$ cat config.mk
export PLATFORM = sky130hd
export DESIGN_NAME = sctu_timing_unit
export DESIGN_NICKNAME = d
export VERILOG_FILES = /design/src/include/sctu_pkg.sv /design/src/include/sctu_cnt_if.sv /design/src/rtl/sctu_down_counter.sv /design/src/rtl/sctu_timing_unit.sv
export SDC_FILE = /design/constraint.sdc
export NUM_CORES = 1
export LEC_CHECK = 0
export BUFFER_PORTS_ARGS = -buffer_cell sky130_fd_sc_hd__clkbuf_2
export CORE_MARGIN = 2
export CORE_UTILIZATION = 23
export CTS_CLUSTER_DIAMETER = 30
export CTS_CLUSTER_SIZE = 20
export DETAILED_ROUTE_END_ITERATION = 10
export GPL_TIMING_DRIVEN = 0
export REMOVE_ABC_BUFFERS = 1
export SETUP_SLACK_MARGIN = 0.4
export SYNTH_ARGS = -nofsm -noshare
export SYNTH_HDL_FRONTEND = slang
export SYNTH_SLANG_ARGS = --single-unit
$ cat constraint.sdc
create_clock -name sys_clk_i -period 4.5 [get_ports sys_clk_i]
set_clock_uncertainty 0.15 [all_clocks]
set_input_delay 1.125 -clock sys_clk_i [delete_from_list [all_inputs] [get_ports sys_clk_i]]
set_output_delay 1.125 -clock sys_clk_i [all_outputs]
set_load 0.03 [all_outputs]
$ cat src/include/sctu_pkg.sv
// Constants and types shared by the satellite-link cycle timing unit
package sctu_pkg;
   // Clock and count tick
   localparam int unsigned SCTU_CLK_MHZ   = 200;   // System clock rate
   localparam int unsigned SCTU_TICK_NS   = 2000;  // One count tick, ns
   localparam int unsigned SCTU_TICK_CYC  = (SCTU_TICK_NS * SCTU_CLK_MHZ) / 1000;
   localparam int unsigned SCTU_CNT_W     = 16;    // Counter width
   // Serial bit rates, kbit/s
   localparam int unsigned SCTU_KBPS_FULL  = 1000;
   localparam int unsigned SCTU_KBPS_HALF  = 500;
   localparam int unsigned SCTU_KBPS_MAINT = 125;
   // Bit periods in system cycles
   localparam int unsigned SCTU_BIT_CYC_FULL  = (SCTU_CLK_MHZ * 1000) / SCTU_KBPS_FULL;
   localparam int unsigned SCTU_BIT_CYC_HALF  = (SCTU_CLK_MHZ * 1000) / SCTU_KBPS_HALF;
   localparam int unsigned SCTU_BIT_CYC_MAINT = (SCTU_CLK_MHZ * 1000) / SCTU_KBPS_MAINT;
   // Flag lead-in before a transmission
   localparam int unsigned SCTU_EF_CHARS = 80;
   localparam int unsigned SCTU_EF_BITS  = SCTU_EF_CHARS * 8;
   localparam int unsigned SCTU_EF_TICKS_FULL  =
      SCTU_EF_BITS * (1000000 / SCTU_KBPS_FULL) / SCTU_TICK_NS;
   localparam int unsigned SCTU_EF_TICKS_HALF  =
      SCTU_EF_BITS * (1000000 / SCTU_KBPS_HALF) / SCTU_TICK_NS;
   localparam int unsigned SCTU_EF_TICKS_MAINT =
      SCTU_EF_BITS * (1000000 / SCTU_KBPS_MAINT) / SCTU_TICK_NS;
   // Counter slots
   localparam int SCTU_N_CNT = 7;
   localparam int CNT_CYC = 0;   // cycle_counter
   localparam int CNT_OPN = 1;   // window_open_marker
   localparam int CNT_CLS = 2;   // window_close_marker
   localparam int CNT_MKA = 3;   // optional_mark_a
   localparam int CNT_MKB = 4;   // optional_mark_b
   localparam int CNT_EF  = 5;   // end_flags_event delay
   localparam int CNT_RC  = 6;   // resync_counter
   // Interrupt vector bit positions
   localparam int SCTU_N_IRQ = 7;
   localparam int IRQ_CYC = 0;
   localparam int IRQ_OPN = 1;
   localparam int IRQ_EF  = 2;
   localparam int IRQ_CLS = 3;
   localparam int IRQ_MKA = 4;
   localparam int IRQ_MKB = 5;
   localparam int IRQ_RC  = 6;
   // Synchronisation mode
   typedef enum logic [0:0] {
      SCTU_STARTING = 1'b0,
      SCTU_RUNNING  = 1'b1
   } sctu_mode_t;
endpackage

$ cat src/include/sctu_cnt_if.sv
// Control and status bundle between the unit and one down-counter
`timescale 1ns/1ps
interface sctu_cnt_if #(parameter int W = 16);
   logic         tick;      // Count enable pulse
   logic         restart;   // Reload from initial value
   logic         halt;      // Stop without event
   logic         freerun;   // Reload at zero instead of stopping
   logic [W-1:0] initial_value_reg;       // Initial value
   logic [W-1:0] count;     // Current count
   logic         busy;      // Counter running
   logic         done;      // Reached zero, one cycle
   modport ctl (output tick, restart, halt, freerun, initial_value_reg, input count, busy, done);
   modport cnt (input tick, restart, halt, freerun, initial_value_reg, output count, busy, done);
endinterface

$ cat src/rtl/sctu_down_counter.sv
// Down-counter that reloads from the initial value on its control bundle
`timescale 1ns/1ps
module sctu_down_counter #(
   parameter int W = 16
) (
   // Clock and reset
   input  wire logic sys_clk_i,
   input  wire logic resetn_i,
   // Control bundle
   sctu_cnt_if.cnt   bus
);
   // Refuse widths the zero test cannot serve
   if (W < 2) begin : g_chk
      $error("sctu_down_counter: W too small");
   end

   typedef struct packed {
      logic [W-1:0] count;   // Present value
      logic         busy;    // Running
      logic         done;    // Zero event
   } sctu_dc_t;

   sctu_dc_t st;        // Registered state
   sctu_dc_t next_st;   // Next state

   // Restart wins over halt and count
   always_comb begin
      next_st      = st;
      next_st.done = 1'b0;
      if (bus.restart) begin
         next_st.count = bus.initial_value_reg;
         next_st.busy  = 1'b1;
      end else if (bus.halt) begin
         next_st.busy = 1'b0;
      end else if (bus.tick && st.busy) begin
         if (st.count == '0) begin
            next_st.done = 1'b1;
            // Cycle counter reloads itself, markers stop
            if (bus.freerun) begin
               next_st.count = bus.initial_value_reg;
            end else begin
               next_st.busy = 1'b0;
            end
         end else begin
            next_st.count = st.count - 1'b1;
         end
      end
   end

   // State register
   always_ff @(posedge sys_clk_i or negedge resetn_i) begin
      if (!resetn_i) begin
         st <= '0;
      end else begin
         st <= next_st;
      end
   end

   assign bus.count = st.count;
   assign bus.busy  = st.busy;
   assign bus.done  = st.done;
endmodule

$ cat src/rtl/sctu_timing_unit.sv
// Cycle timing unit: cycle, transmit window, markers and slave sync
// Overview of operation
// - Repeating cycle, nominally 75 ms
// - Transmit only while own window is open
// - Window setting loaded when station enabled
// - Slave aligns cycle to master bursts
// - Slave cycle free-runs when bursts are missing
// - Optional marks enabled individually, every marker with maskable interrupt
// - Cycle-counter terminal count starts each cycle
// - Open, end-flags, close in order, once
// - Open to close marker defines window
// - Optional marks silent unless enabled
// - 16-bit down-counters reload from initial values
// - One count tick is 2 us
// - Maintenance: loop tx to rx, 125 kbit/s
// - Counters advance at one fixed tick rate
// - End-flags 80 characters after open, rate-scaled
// - Starting: edge reloads, trailing edge tests window
// - Running: resync every second cycle, halts interrupt
`timescale 1ns/1ps
module sctu_timing_unit
   import sctu_pkg::*;
#(
   parameter int CNT_W = SCTU_CNT_W
) (
   // Clock and reset
   input  wire logic                  sys_clk_i,
   input  wire logic                  resetn_i,
   // Station control from the computer
   input  wire logic                  enable_i,
   input  wire logic                  slave_i,
   input  wire logic                  half_rate_i,
   input  wire logic                  maint_i,
   input  wire logic                  mark_a_en_i,
   input  wire logic                  mark_b_en_i,
   input  wire logic [SCTU_N_IRQ-1:0] irq_mask_i,
   // Initial values, in 2 us ticks
   input  wire logic [CNT_W-1:0]      cycle_ivr_i,
   input  wire logic [CNT_W-1:0]      open_ivr_i,
   input  wire logic [CNT_W-1:0]      close_ivr_i,
   input  wire logic [CNT_W-1:0]      mark_a_ivr_i,
   input  wire logic [CNT_W-1:0]      mark_b_ivr_i,
   input  wire logic [CNT_W-1:0]      resync_ivr_i,
   input  wire logic [CNT_W-1:0]      sync_window_start_i,
   input  wire logic [CNT_W-1:0]      sync_window_end_i,
   // Serial data
   input  wire logic                  rx_line_i,
   input  wire logic                  tx_data_i,
   // Outputs
   output logic                       rx_data_o,
   output logic                       bit_en_o,
   output logic                       tx_window_o,
   output logic [SCTU_N_IRQ-1:0]      irq_o,
   output logic                       running_o,
   output logic                       resync_hit_o,
   output logic [CNT_W-1:0]           resync_value_o
);
   // Counters are exactly 16 bits wide
   if (CNT_W != SCTU_CNT_W) begin : g_chk
      $error("sctu_timing_unit: CNT_W must be 16");
   end

   localparam logic [10:0] BIT_FULL  = 11'(SCTU_BIT_CYC_FULL - 1);
   localparam logic [10:0] BIT_HALF  = 11'(SCTU_BIT_CYC_HALF - 1);
   localparam logic [10:0] BIT_MAINT = 11'(SCTU_BIT_CYC_MAINT - 1);
   localparam logic [8:0]  TICK_LAST = 9'(SCTU_TICK_CYC - 1);

   // Ticks elapsed since a counter was loaded
   function automatic logic [CNT_W-1:0] elapsed(input logic [CNT_W-1:0] initial_value_reg,
                                               input logic [CNT_W-1:0] cnt);
      elapsed = initial_value_reg - cnt;
   endfunction

   // Inside the sync window, bounds inclusive
   function automatic logic in_win(input logic [CNT_W-1:0] t);
      in_win = (t >= sync_window_start_i) && (t <= sync_window_end_i);
   endfunction

   // End-flags delay for the active bit rate
   function automatic logic [CNT_W-1:0] ef_ticks(input logic mnt, input logic half);
      if (mnt) begin
         ef_ticks = CNT_W'(SCTU_EF_TICKS_MAINT);
      end else if (half) begin
         ef_ticks = CNT_W'(SCTU_EF_TICKS_HALF);
      end else begin
         ef_ticks = CNT_W'(SCTU_EF_TICKS_FULL);
      end
   endfunction

   typedef struct packed {
      sctu_mode_t            mode;       // Sync mode
      logic                  lead_seen;  // Awaiting trailing edge
      logic                  parity;     // Every second cycle
      logic                  rc_armed;   // Resync search running
      logic                  win_open;   // Transmit window
      logic                  win_done;   // Window used this cycle
      logic                  en_q;       // Enable, delayed
      logic [CNT_W-1:0]      open_ivr;   // Latched window setting
      logic [CNT_W-1:0]      close_ivr;
      logic                  rx_q;       // Previous rx level
      logic                  rx_data;
      logic [8:0]            tick_div;
      logic                  tick;
      logic [10:0]           bit_div;
      logic                  bit_en;
      logic [SCTU_N_IRQ-1:0] irq;
      logic                  rc_hit;
      logic [CNT_W-1:0]      rc_value;
   } sctu_state_t;

   sctu_state_t st;        // Registered state
   sctu_state_t next_st;   // Next state

   sctu_cnt_if #(.W(CNT_W)) cif[SCTU_N_CNT] ();

   // One counter per slot, all on the same tick
   for (genvar i = 0; i < SCTU_N_CNT; i++) begin : g_cnt
      assign cif[i].tick = st.tick;
      sctu_down_counter #(.W(CNT_W)) u_cnt (
         .sys_clk_i (sys_clk_i),
         .resetn_i  (resetn_i),
         .bus       (cif[i])
      );
   end

   logic rx_src;      // Line or looped-back data
   logic rx_rise;     // Leading edge
   logic rx_fall;     // Trailing edge
   logic starting;    // Slave still searching
   logic rc_hit_now;  // Burst found in resync window
   logic rc_start;    // Resync counter restart

   assign rx_src   = maint_i ? tx_data_i : rx_line_i;
   assign rx_rise  = rx_src && !st.rx_q;
   assign rx_fall  = !rx_src && st.rx_q;
   assign starting = slave_i && (st.mode == SCTU_STARTING);
   // Resync on every second cycle boundary, slaves only
   assign rc_start = cif[CNT_CYC].done && slave_i && !starting && st.parity;
   assign rc_hit_now = st.rc_armed && rx_rise &&
                       in_win(elapsed(resync_ivr_i, cif[CNT_RC].count));

   // Cycle counter: free running; leading edges reload it while starting
   assign cif[CNT_CYC].restart = !cif[CNT_CYC].busy || (starting && rx_rise);
   assign cif[CNT_CYC].halt    = 1'b0;
   assign cif[CNT_CYC].freerun = 1'b1;
   assign cif[CNT_CYC].initial_value_reg     = cycle_ivr_i;
   // Window markers start at each boundary with the latched setting
   assign cif[CNT_OPN].restart = cif[CNT_CYC].done && st.en_q;
   assign cif[CNT_OPN].halt    = 1'b0;
   assign cif[CNT_OPN].freerun = 1'b0;
   assign cif[CNT_OPN].initial_value_reg     = st.open_ivr;
   assign cif[CNT_CLS].restart = cif[CNT_CYC].done && st.en_q;
   assign cif[CNT_CLS].halt    = 1'b0;
   assign cif[CNT_CLS].freerun = 1'b0;
   assign cif[CNT_CLS].initial_value_reg     = st.close_ivr;
   // Optional marks only run when enabled
   assign cif[CNT_MKA].restart = cif[CNT_CYC].done && mark_a_en_i;
   assign cif[CNT_MKA].halt    = !mark_a_en_i;
   assign cif[CNT_MKA].freerun = 1'b0;
   assign cif[CNT_MKA].initial_value_reg     = mark_a_ivr_i;
   assign cif[CNT_MKB].restart = cif[CNT_CYC].done && mark_b_en_i;
   assign cif[CNT_MKB].halt    = !mark_b_en_i;
   assign cif[CNT_MKB].freerun = 1'b0;
   assign cif[CNT_MKB].initial_value_reg     = mark_b_ivr_i;
   // End-flags delay starts as the window opens
   assign cif[CNT_EF].restart  = cif[CNT_OPN].done && !st.win_done;
   assign cif[CNT_EF].halt     = cif[CNT_CLS].done;
   assign cif[CNT_EF].freerun  = 1'b0;
   assign cif[CNT_EF].initial_value_reg      = ef_ticks(maint_i, half_rate_i);
   // Resync counter stops on a hit or at its limit
   assign cif[CNT_RC].restart  = rc_start;
   assign cif[CNT_RC].halt     = rc_hit_now;
   assign cif[CNT_RC].freerun  = 1'b0;
   assign cif[CNT_RC].initial_value_reg      = resync_ivr_i;

   // Next-state logic
   always_comb begin
      logic [SCTU_N_IRQ-1:0] ev;   // Raw events this cycle
      ev      = '0;
      next_st = st;
      next_st.rx_q    = rx_src;
      next_st.rx_data = rx_src;
      next_st.en_q    = enable_i;
      // Count tick divider
      next_st.tick     = (st.tick_div == TICK_LAST);
      next_st.tick_div = next_st.tick ? '0 : st.tick_div + 1'b1;
      // Serial bit-rate enable
      next_st.bit_en  = 1'b0;
      next_st.bit_div = st.bit_div + 1'b1;
      if (st.bit_div >= (maint_i ? BIT_MAINT : (half_rate_i ? BIT_HALF : BIT_FULL))) begin
         next_st.bit_en  = 1'b1;
         next_st.bit_div = '0;
      end
      // Enabling loads the window setting and picks the mode
      if (enable_i && !st.en_q) begin
         next_st.open_ivr  = open_ivr_i;
         next_st.close_ivr = close_ivr_i;
         next_st.mode      = slave_i ? SCTU_STARTING : SCTU_RUNNING;
         next_st.lead_seen = 1'b0;
      end else if (!slave_i) begin
         next_st.mode = SCTU_RUNNING;   // Master never tunes
      end
      // Cycle boundary
      if (cif[CNT_CYC].done) begin
         ev[IRQ_CYC]      = 1'b1;
         next_st.parity   = !st.parity;
         next_st.win_done = 1'b0;
      end
      // Window sequence: open, end-flags, close, once per cycle
      if (cif[CNT_OPN].done && !st.win_done) begin
         next_st.win_open = st.en_q;
         next_st.win_done = 1'b1;
         ev[IRQ_OPN]      = 1'b1;
      end
      if (cif[CNT_EF].done && st.win_open) begin
         ev[IRQ_EF] = 1'b1;
      end
      if (cif[CNT_CLS].done || !st.en_q) begin
         next_st.win_open = 1'b0;
         ev[IRQ_CLS]      = cif[CNT_CLS].done && st.win_open;
      end
      ev[IRQ_MKA] = cif[CNT_MKA].done;
      ev[IRQ_MKB] = cif[CNT_MKB].done;
      // Starting mode: test the trailing edge after a reload
      if (starting) begin
         if (rx_rise) begin
            next_st.lead_seen = 1'b1;
         end else if (rx_fall && st.lead_seen) begin
            next_st.lead_seen = 1'b0;
            if (in_win(elapsed(cycle_ivr_i, cif[CNT_CYC].count))) begin
               next_st.mode = SCTU_RUNNING;
            end else begin
               ev[IRQ_RC]     = 1'b1;   // No hit
               next_st.rc_hit = 1'b0;
            end
         end
      end
      // Running mode: resync search every second cycle
      if (rc_start) begin
         next_st.rc_armed = 1'b1;
      end else if (rc_hit_now || (st.rc_armed && cif[CNT_RC].done)) begin
         next_st.rc_armed = 1'b0;
         next_st.rc_hit   = rc_hit_now;
         next_st.rc_value = elapsed(resync_ivr_i, cif[CNT_RC].count);
         ev[IRQ_RC]       = 1'b1;
      end
      next_st.irq = ev & irq_mask_i;
   end

   // State register
   always_ff @(posedge sys_clk_i or negedge resetn_i) begin
      if (!resetn_i) begin
         st <= '0;
      end else begin
         st <= next_st;
      end
   end

   // Outputs straight from state
   assign rx_data_o      = st.rx_data;
   assign bit_en_o       = st.bit_en;
   assign tx_window_o    = st.win_open;
   assign irq_o          = st.irq;
   assign running_o      = (st.mode == SCTU_RUNNING);
   assign resync_hit_o   = st.rc_hit;
   assign resync_value_o = st.rc_value;
endmodule

==> impl_table.tex <==
\begin{tabular}{lr}
\hline
Metric & Value \\
\hline
\multicolumn{2}{l}{\textbf{Yosys}} \\
\quad Fraction of synthesized cell area in xor and xnor cells & 0.0589 \\
\quad Count of state elements after synthesis & 212 \\
\quad Fraction of synthesized area in multiplexers & 0.0156 \\
\quad Mean area per synthesized cell & 8.63 um\^{}2 \\
\quad Proportion of netlist area held by the largest area contributor & 0.392 \\
\quad Compound-cell area share of the yosys netlist & 0.163 \\
\quad Simple logic cell fraction of the synthesized area & 0.211 \\
\quad Number of instances in the synthesized netlist & 1567 \\
\quad Yosys Warn Count & 0 \\
\quad Most area-consuming cells after synthesis & sky130\_fd\_sc\_hd\_\_dfrtp\_1, sky130\_fd\_sc\_hd\_\_ha\_1, sky130\_fd\_sc\_hd\_\_nand2\_1 \\
\quad Cell type with the largest total area after synthesis & sky130\_fd\_sc\_hd\_\_dfrtp\_1 \\
\quad Main synth FF type & sky130\_fd\_sc\_hd\_\_dfrtp\_1 \\
\quad Fraction of the mapped netlist area in adder cells & 0.107 \\
\quad Dominant combinational cell family by area after synthesis & simple AND/OR/NAND/NOR gates \\
\quad Share of async-settable or async-resettable flops after synthesis & 1.00 \\
\quad Distinct cell type count after synthesis & 67 \\
\quad Number of enable-type register cells in the synthesized netlist & 0 \\
\quad Combined area of all synthesized cells & 13500 um\^{}2 \\
\quad Share of synthesized area occupied by flip-flops and latches & 0.392 \\
\multicolumn{2}{l}{\textbf{Setup path}} \\
\quad Setup slack of the most critical reg-to-reg path & -0.61 ns \\
\quad Chain of cells forming the critical path & buf\_4, ha\_4, nor2b\_1, o31a\_1, or3\_4, a21oi\_4, o31ai\_4, o41ai\_4, xnor2\_2, ha\_1, nand4\_1, or4\_4, or4\_4, o31ai\_4, nand3\_2, buf\_6, buf\_4, buf\_6, nand3\_2, xnor2\_2, o21ai\_1 \\
\quad Max Fanout on Critical Path & 6 \\
\quad Arrival time at the worst endpoint & 5.54 ns \\
\quad Crit Path Category & primary input to register \\
\quad Worst flop-to-flop path endpoint & g\_cnt[6].u\_cnt.bus.count[2] \\
\quad Start point of the critical path & resync\_ivr\_i[1] \\
\quad Startpoint class of the critical path & primary input \\
\quad Endpoint kind of the worst setup timing path & register \\
\quad Critical register-to-register path startpoint & g\_cnt[6].u\_cnt.bus.count[1] \\
\quad CP max-delay cell & sky130\_fd\_sc\_hd\_\_or4\_4 \\
\quad Max stage delay on crit path & 0.57 ns \\
\quad Cell depth of the worst flop-to-flop path & 21 \\
\quad Worst path required time & 4.78 ns \\
\multicolumn{2}{l}{\textbf{Timing}} \\
\quad Unrepaired setup endpoints after global routing & yes \\
\quad Max-slew violation total from the final report & 0 \\
\quad Hold violation count in the final report & 0 \\
\quad Setup slack after layout & -0.753 ns \\
\quad Final critical-path share of the clock period & 1.17 \\
\quad Final critical delay including setup and external delays & 5.25 ns \\
\quad Fmax & 190 MHz \\
\quad Setup violations, final & 37 \\
\quad Worst slew slack as a fraction of its limit & 0.0956 \\
\quad Tightest Pin Transition & 1.35 ns \\
\multicolumn{2}{l}{\textbf{Clocking}} \\
\quad \# clock sinks & 212 \\
\quad Clock Root Buffer & sky130\_fd\_sc\_hd\_\_clkbuf\_16 \\
\quad Total clock buffers created by CTS & 69 \\
\quad Worst-path clk slew & 0.04 ns \\
\quad Number of H-tree branching levels & 3 \\
\quad Worst skew pair latency & 0.59 ns \\
\quad Maximum count of clock buffers along a single path & 3 \\
\quad CTS tree & built \\
\multicolumn{2}{l}{\textbf{Finish}} \\
\quad Most frequent standard cell in the layout excluding fill and tap cells & sky130\_fd\_sc\_hd\_\_nand2\_1 \\
\quad Number of nets in the layout & 2040 \\
\quad Flip-flop count of the largest register, all copies and words added & 112 \\
\quad Diode count & 0 \\
\quad Layout Cells excl Fill & 2599 \\
\quad Fraction of layout cells with a size suffix above 1 & 0.229 \\
\quad Final design utilization & 0.317 \\
\quad Syn-to-layout area delta & 35.5\% \\
\quad Most frequent cells in the layout & sky130\_fd\_sc\_hd\_\_nand2\_1, sky130\_fd\_sc\_hd\_\_dfrtp\_1, sky130\_fd\_sc\_hd\_\_clkbuf\_2 \\
\multicolumn{2}{l}{\textbf{Drt}} \\
\quad Iter 0 DRT Violations & 678 \\
\quad Residual antenna-violating net count after detailed routing & 0 \\
\quad Mean routed wirelength per cell & 15.3 um \\
\quad Via/cell ratio & 4.71 \\
\quad First-pass iteration count of the detailed router & 7 \\
\quad Via total after detailed routing & 12300 \\
\quad Post-route DRC violation count & 0 \\
\quad Final wirelength & 39900 um \\
\multicolumn{2}{l}{\textbf{Global route}} \\
\quad Number of global-route vias before repair & 12600 \\
\quad Congestion Overflow GR & 0 \\
\quad Global-route wire length before repair & 63600 um \\
\quad GR Util All Layers & 0.131 \\
\quad Maximum number of pins on one net before global-route repair & 91 \\
\quad Antenna violations before repair & 3 \\
\multicolumn{2}{l}{\textbf{Hold path}} \\
\quad Hold Path Stages & 1 \\
\quad Hold Path Origin & g\_cnt[3].u\_cnt.bus.done \\
\quad Hold path endpoint & irq\_o[4] \\
\quad Hold Path Class & register to register \\
\multicolumn{2}{l}{\textbf{Placement}} \\
\quad Last weighted congestion value of the routability-driven placer & 0.822 \\
\quad Port Buffers & 172 \\
\quad HPWL reported at the end of detailed placement & 28700 um \\
\quad Cell count after placement & 2438 \\
\multicolumn{2}{l}{\textbf{Floorplanning}} \\
\quad Total Die Area & 60800 um\^{}2 \\
\quad Std-Cell Core Area & 57900 um\^{}2 \\
\quad Starting density of the core & 0.234 \\
\quad Vertical extent of the die & 247 um \\
\quad I/O pin count & 173 \\
\quad Die X-Extent & 247 um \\
\quad Rows & 88 \\
\multicolumn{2}{l}{\textbf{Pwr}} \\
\quad Power density over the cells & 434 nW/um\^{}2 \\
\quad Highest ir drop seen on vdd & 303 uV \\
\quad Leak pwr & 8.53 nW \\
\multicolumn{2}{l}{\textbf{Flow run}} \\
\quad Max Cap Viol & 0 \\
\multicolumn{2}{l}{\textbf{Outcome}} \\
\quad Violations in the final reports & setup timing \\
\quad Status & finished with violations \\
\hline
\end{tabular}
==> cell usage after synthesis, drive strengths merged (19+ instances only) <==
| master | number |
|---|---|
| buf | 32 |
| inv | 91 |
| nor3 | 54 |
| nor2b | 19 |
| a21oi | 88 |
| nor2 | 151 |
| or3 | 24 |
| ha | 112 |
| nand2 | 215 |
| xor2 | 19 |
| o21a | 19 |
| dfrtp | 212 |
| nand4 | 21 |
| nand3 | 46 |
| xnor2 | 72 |
| o21ai | 127 |
| clkbuf | 39 |
==> cells by family after synthesis <==
family / count (synthesis)
adders and majority gates: 114
DFF: 212
buffers and inverters: 162
and+or+nand+nor: 614
other: 1
AOI/OAI and AO/OA: 354
muxes: 19
xor gates and xnor gates: 91
==> worst max-delay path: cells and delay by family <==
| kind | cells | cell delay [ns] |
|---|---|---|
| xor gates and xnor gates | 2 | 0.29 |
| AOI/OAI and AO/OA | 6 | 1.17 |
| and+or+nand+nor | 7 | 1.86 |
| adders and majority gates | 2 | 0.54 |
| buffers and inverters | 4 | 0.54 |
==> cell type report <==
type,instances,area (um^2)
sequential,212,5310
fill,6021,39600
inverter,91,349
clock inverter,29,435
tap,765,957
timing repair buffer,211,1280
multi-input combinational,1196,8070
clock buffer,95,1930
==> where the power goes <==
part / leakage, nW / switching (mW) / total [mW] / internal [mW]
combinational: 4.62 / 0.575 / 1.05 / 0.472
sequential: 2.75 / 0.0925 / 2.11 / 2.02
clock: 1.15 / 1.49 / 4.80 / 3.32
total: 8.53 / 2.16 / 7.96 / 5.80
==> worst max-delay path by stage <==
stage / to / slack (ns)
after floorplan: g_cnt[6].u_cnt.bus.count[1] / -1.38
after detailed placement: g_cnt[6].u_cnt.bus.count[1] / -2.42
final: g_cnt[6].u_cnt.bus.count[2] / -0.75
after global routing: g_cnt[6].u_cnt.bus.count[12] / -0.88
after global placement: g_cnt[6].u_cnt.bus.count[13] / -2.46
after CTS: resync_value_o[1] / -0.88
==> layer usage <==
metal,track usage,vias up,wire length (um)
met5,0,-,21
met4,0.0606,4,1240
met3,0.0284,87,2010
met2,0.215,305,18700
met1,0.164,5889,17900
li1,-,5969,-
==> stage by stage <==
stage	setup slack (ns)	total power, mW	area (um^2)	setup TNS (ns)	hold slack, ns
final	-0.753	7.96	18300	-25.36	0.297
after global routing	-0.881	8.33	18300	-29.92	0.336
after CTS	-0.877	8.04	18000	-29.32	0.303
after detailed placement	-2.42	3.05	15100	-78.05	0.293
after global placement	-2.46	2.99	15000	-588.97	0.290
after floorplan	-1.38	2.71	13200	-42.84	0.283
==> what timing repair did <==
item	in CTS	in global routing
gates resized for setup	82	40
endpoints found under the hold margin	0	0
pin swaps	55	48
endpoints found under the setup margin	38	38
buffers inserted	23	11
gates cloned	3	0
hold buffers	0	0
Power figures use the tool's default switching activity.
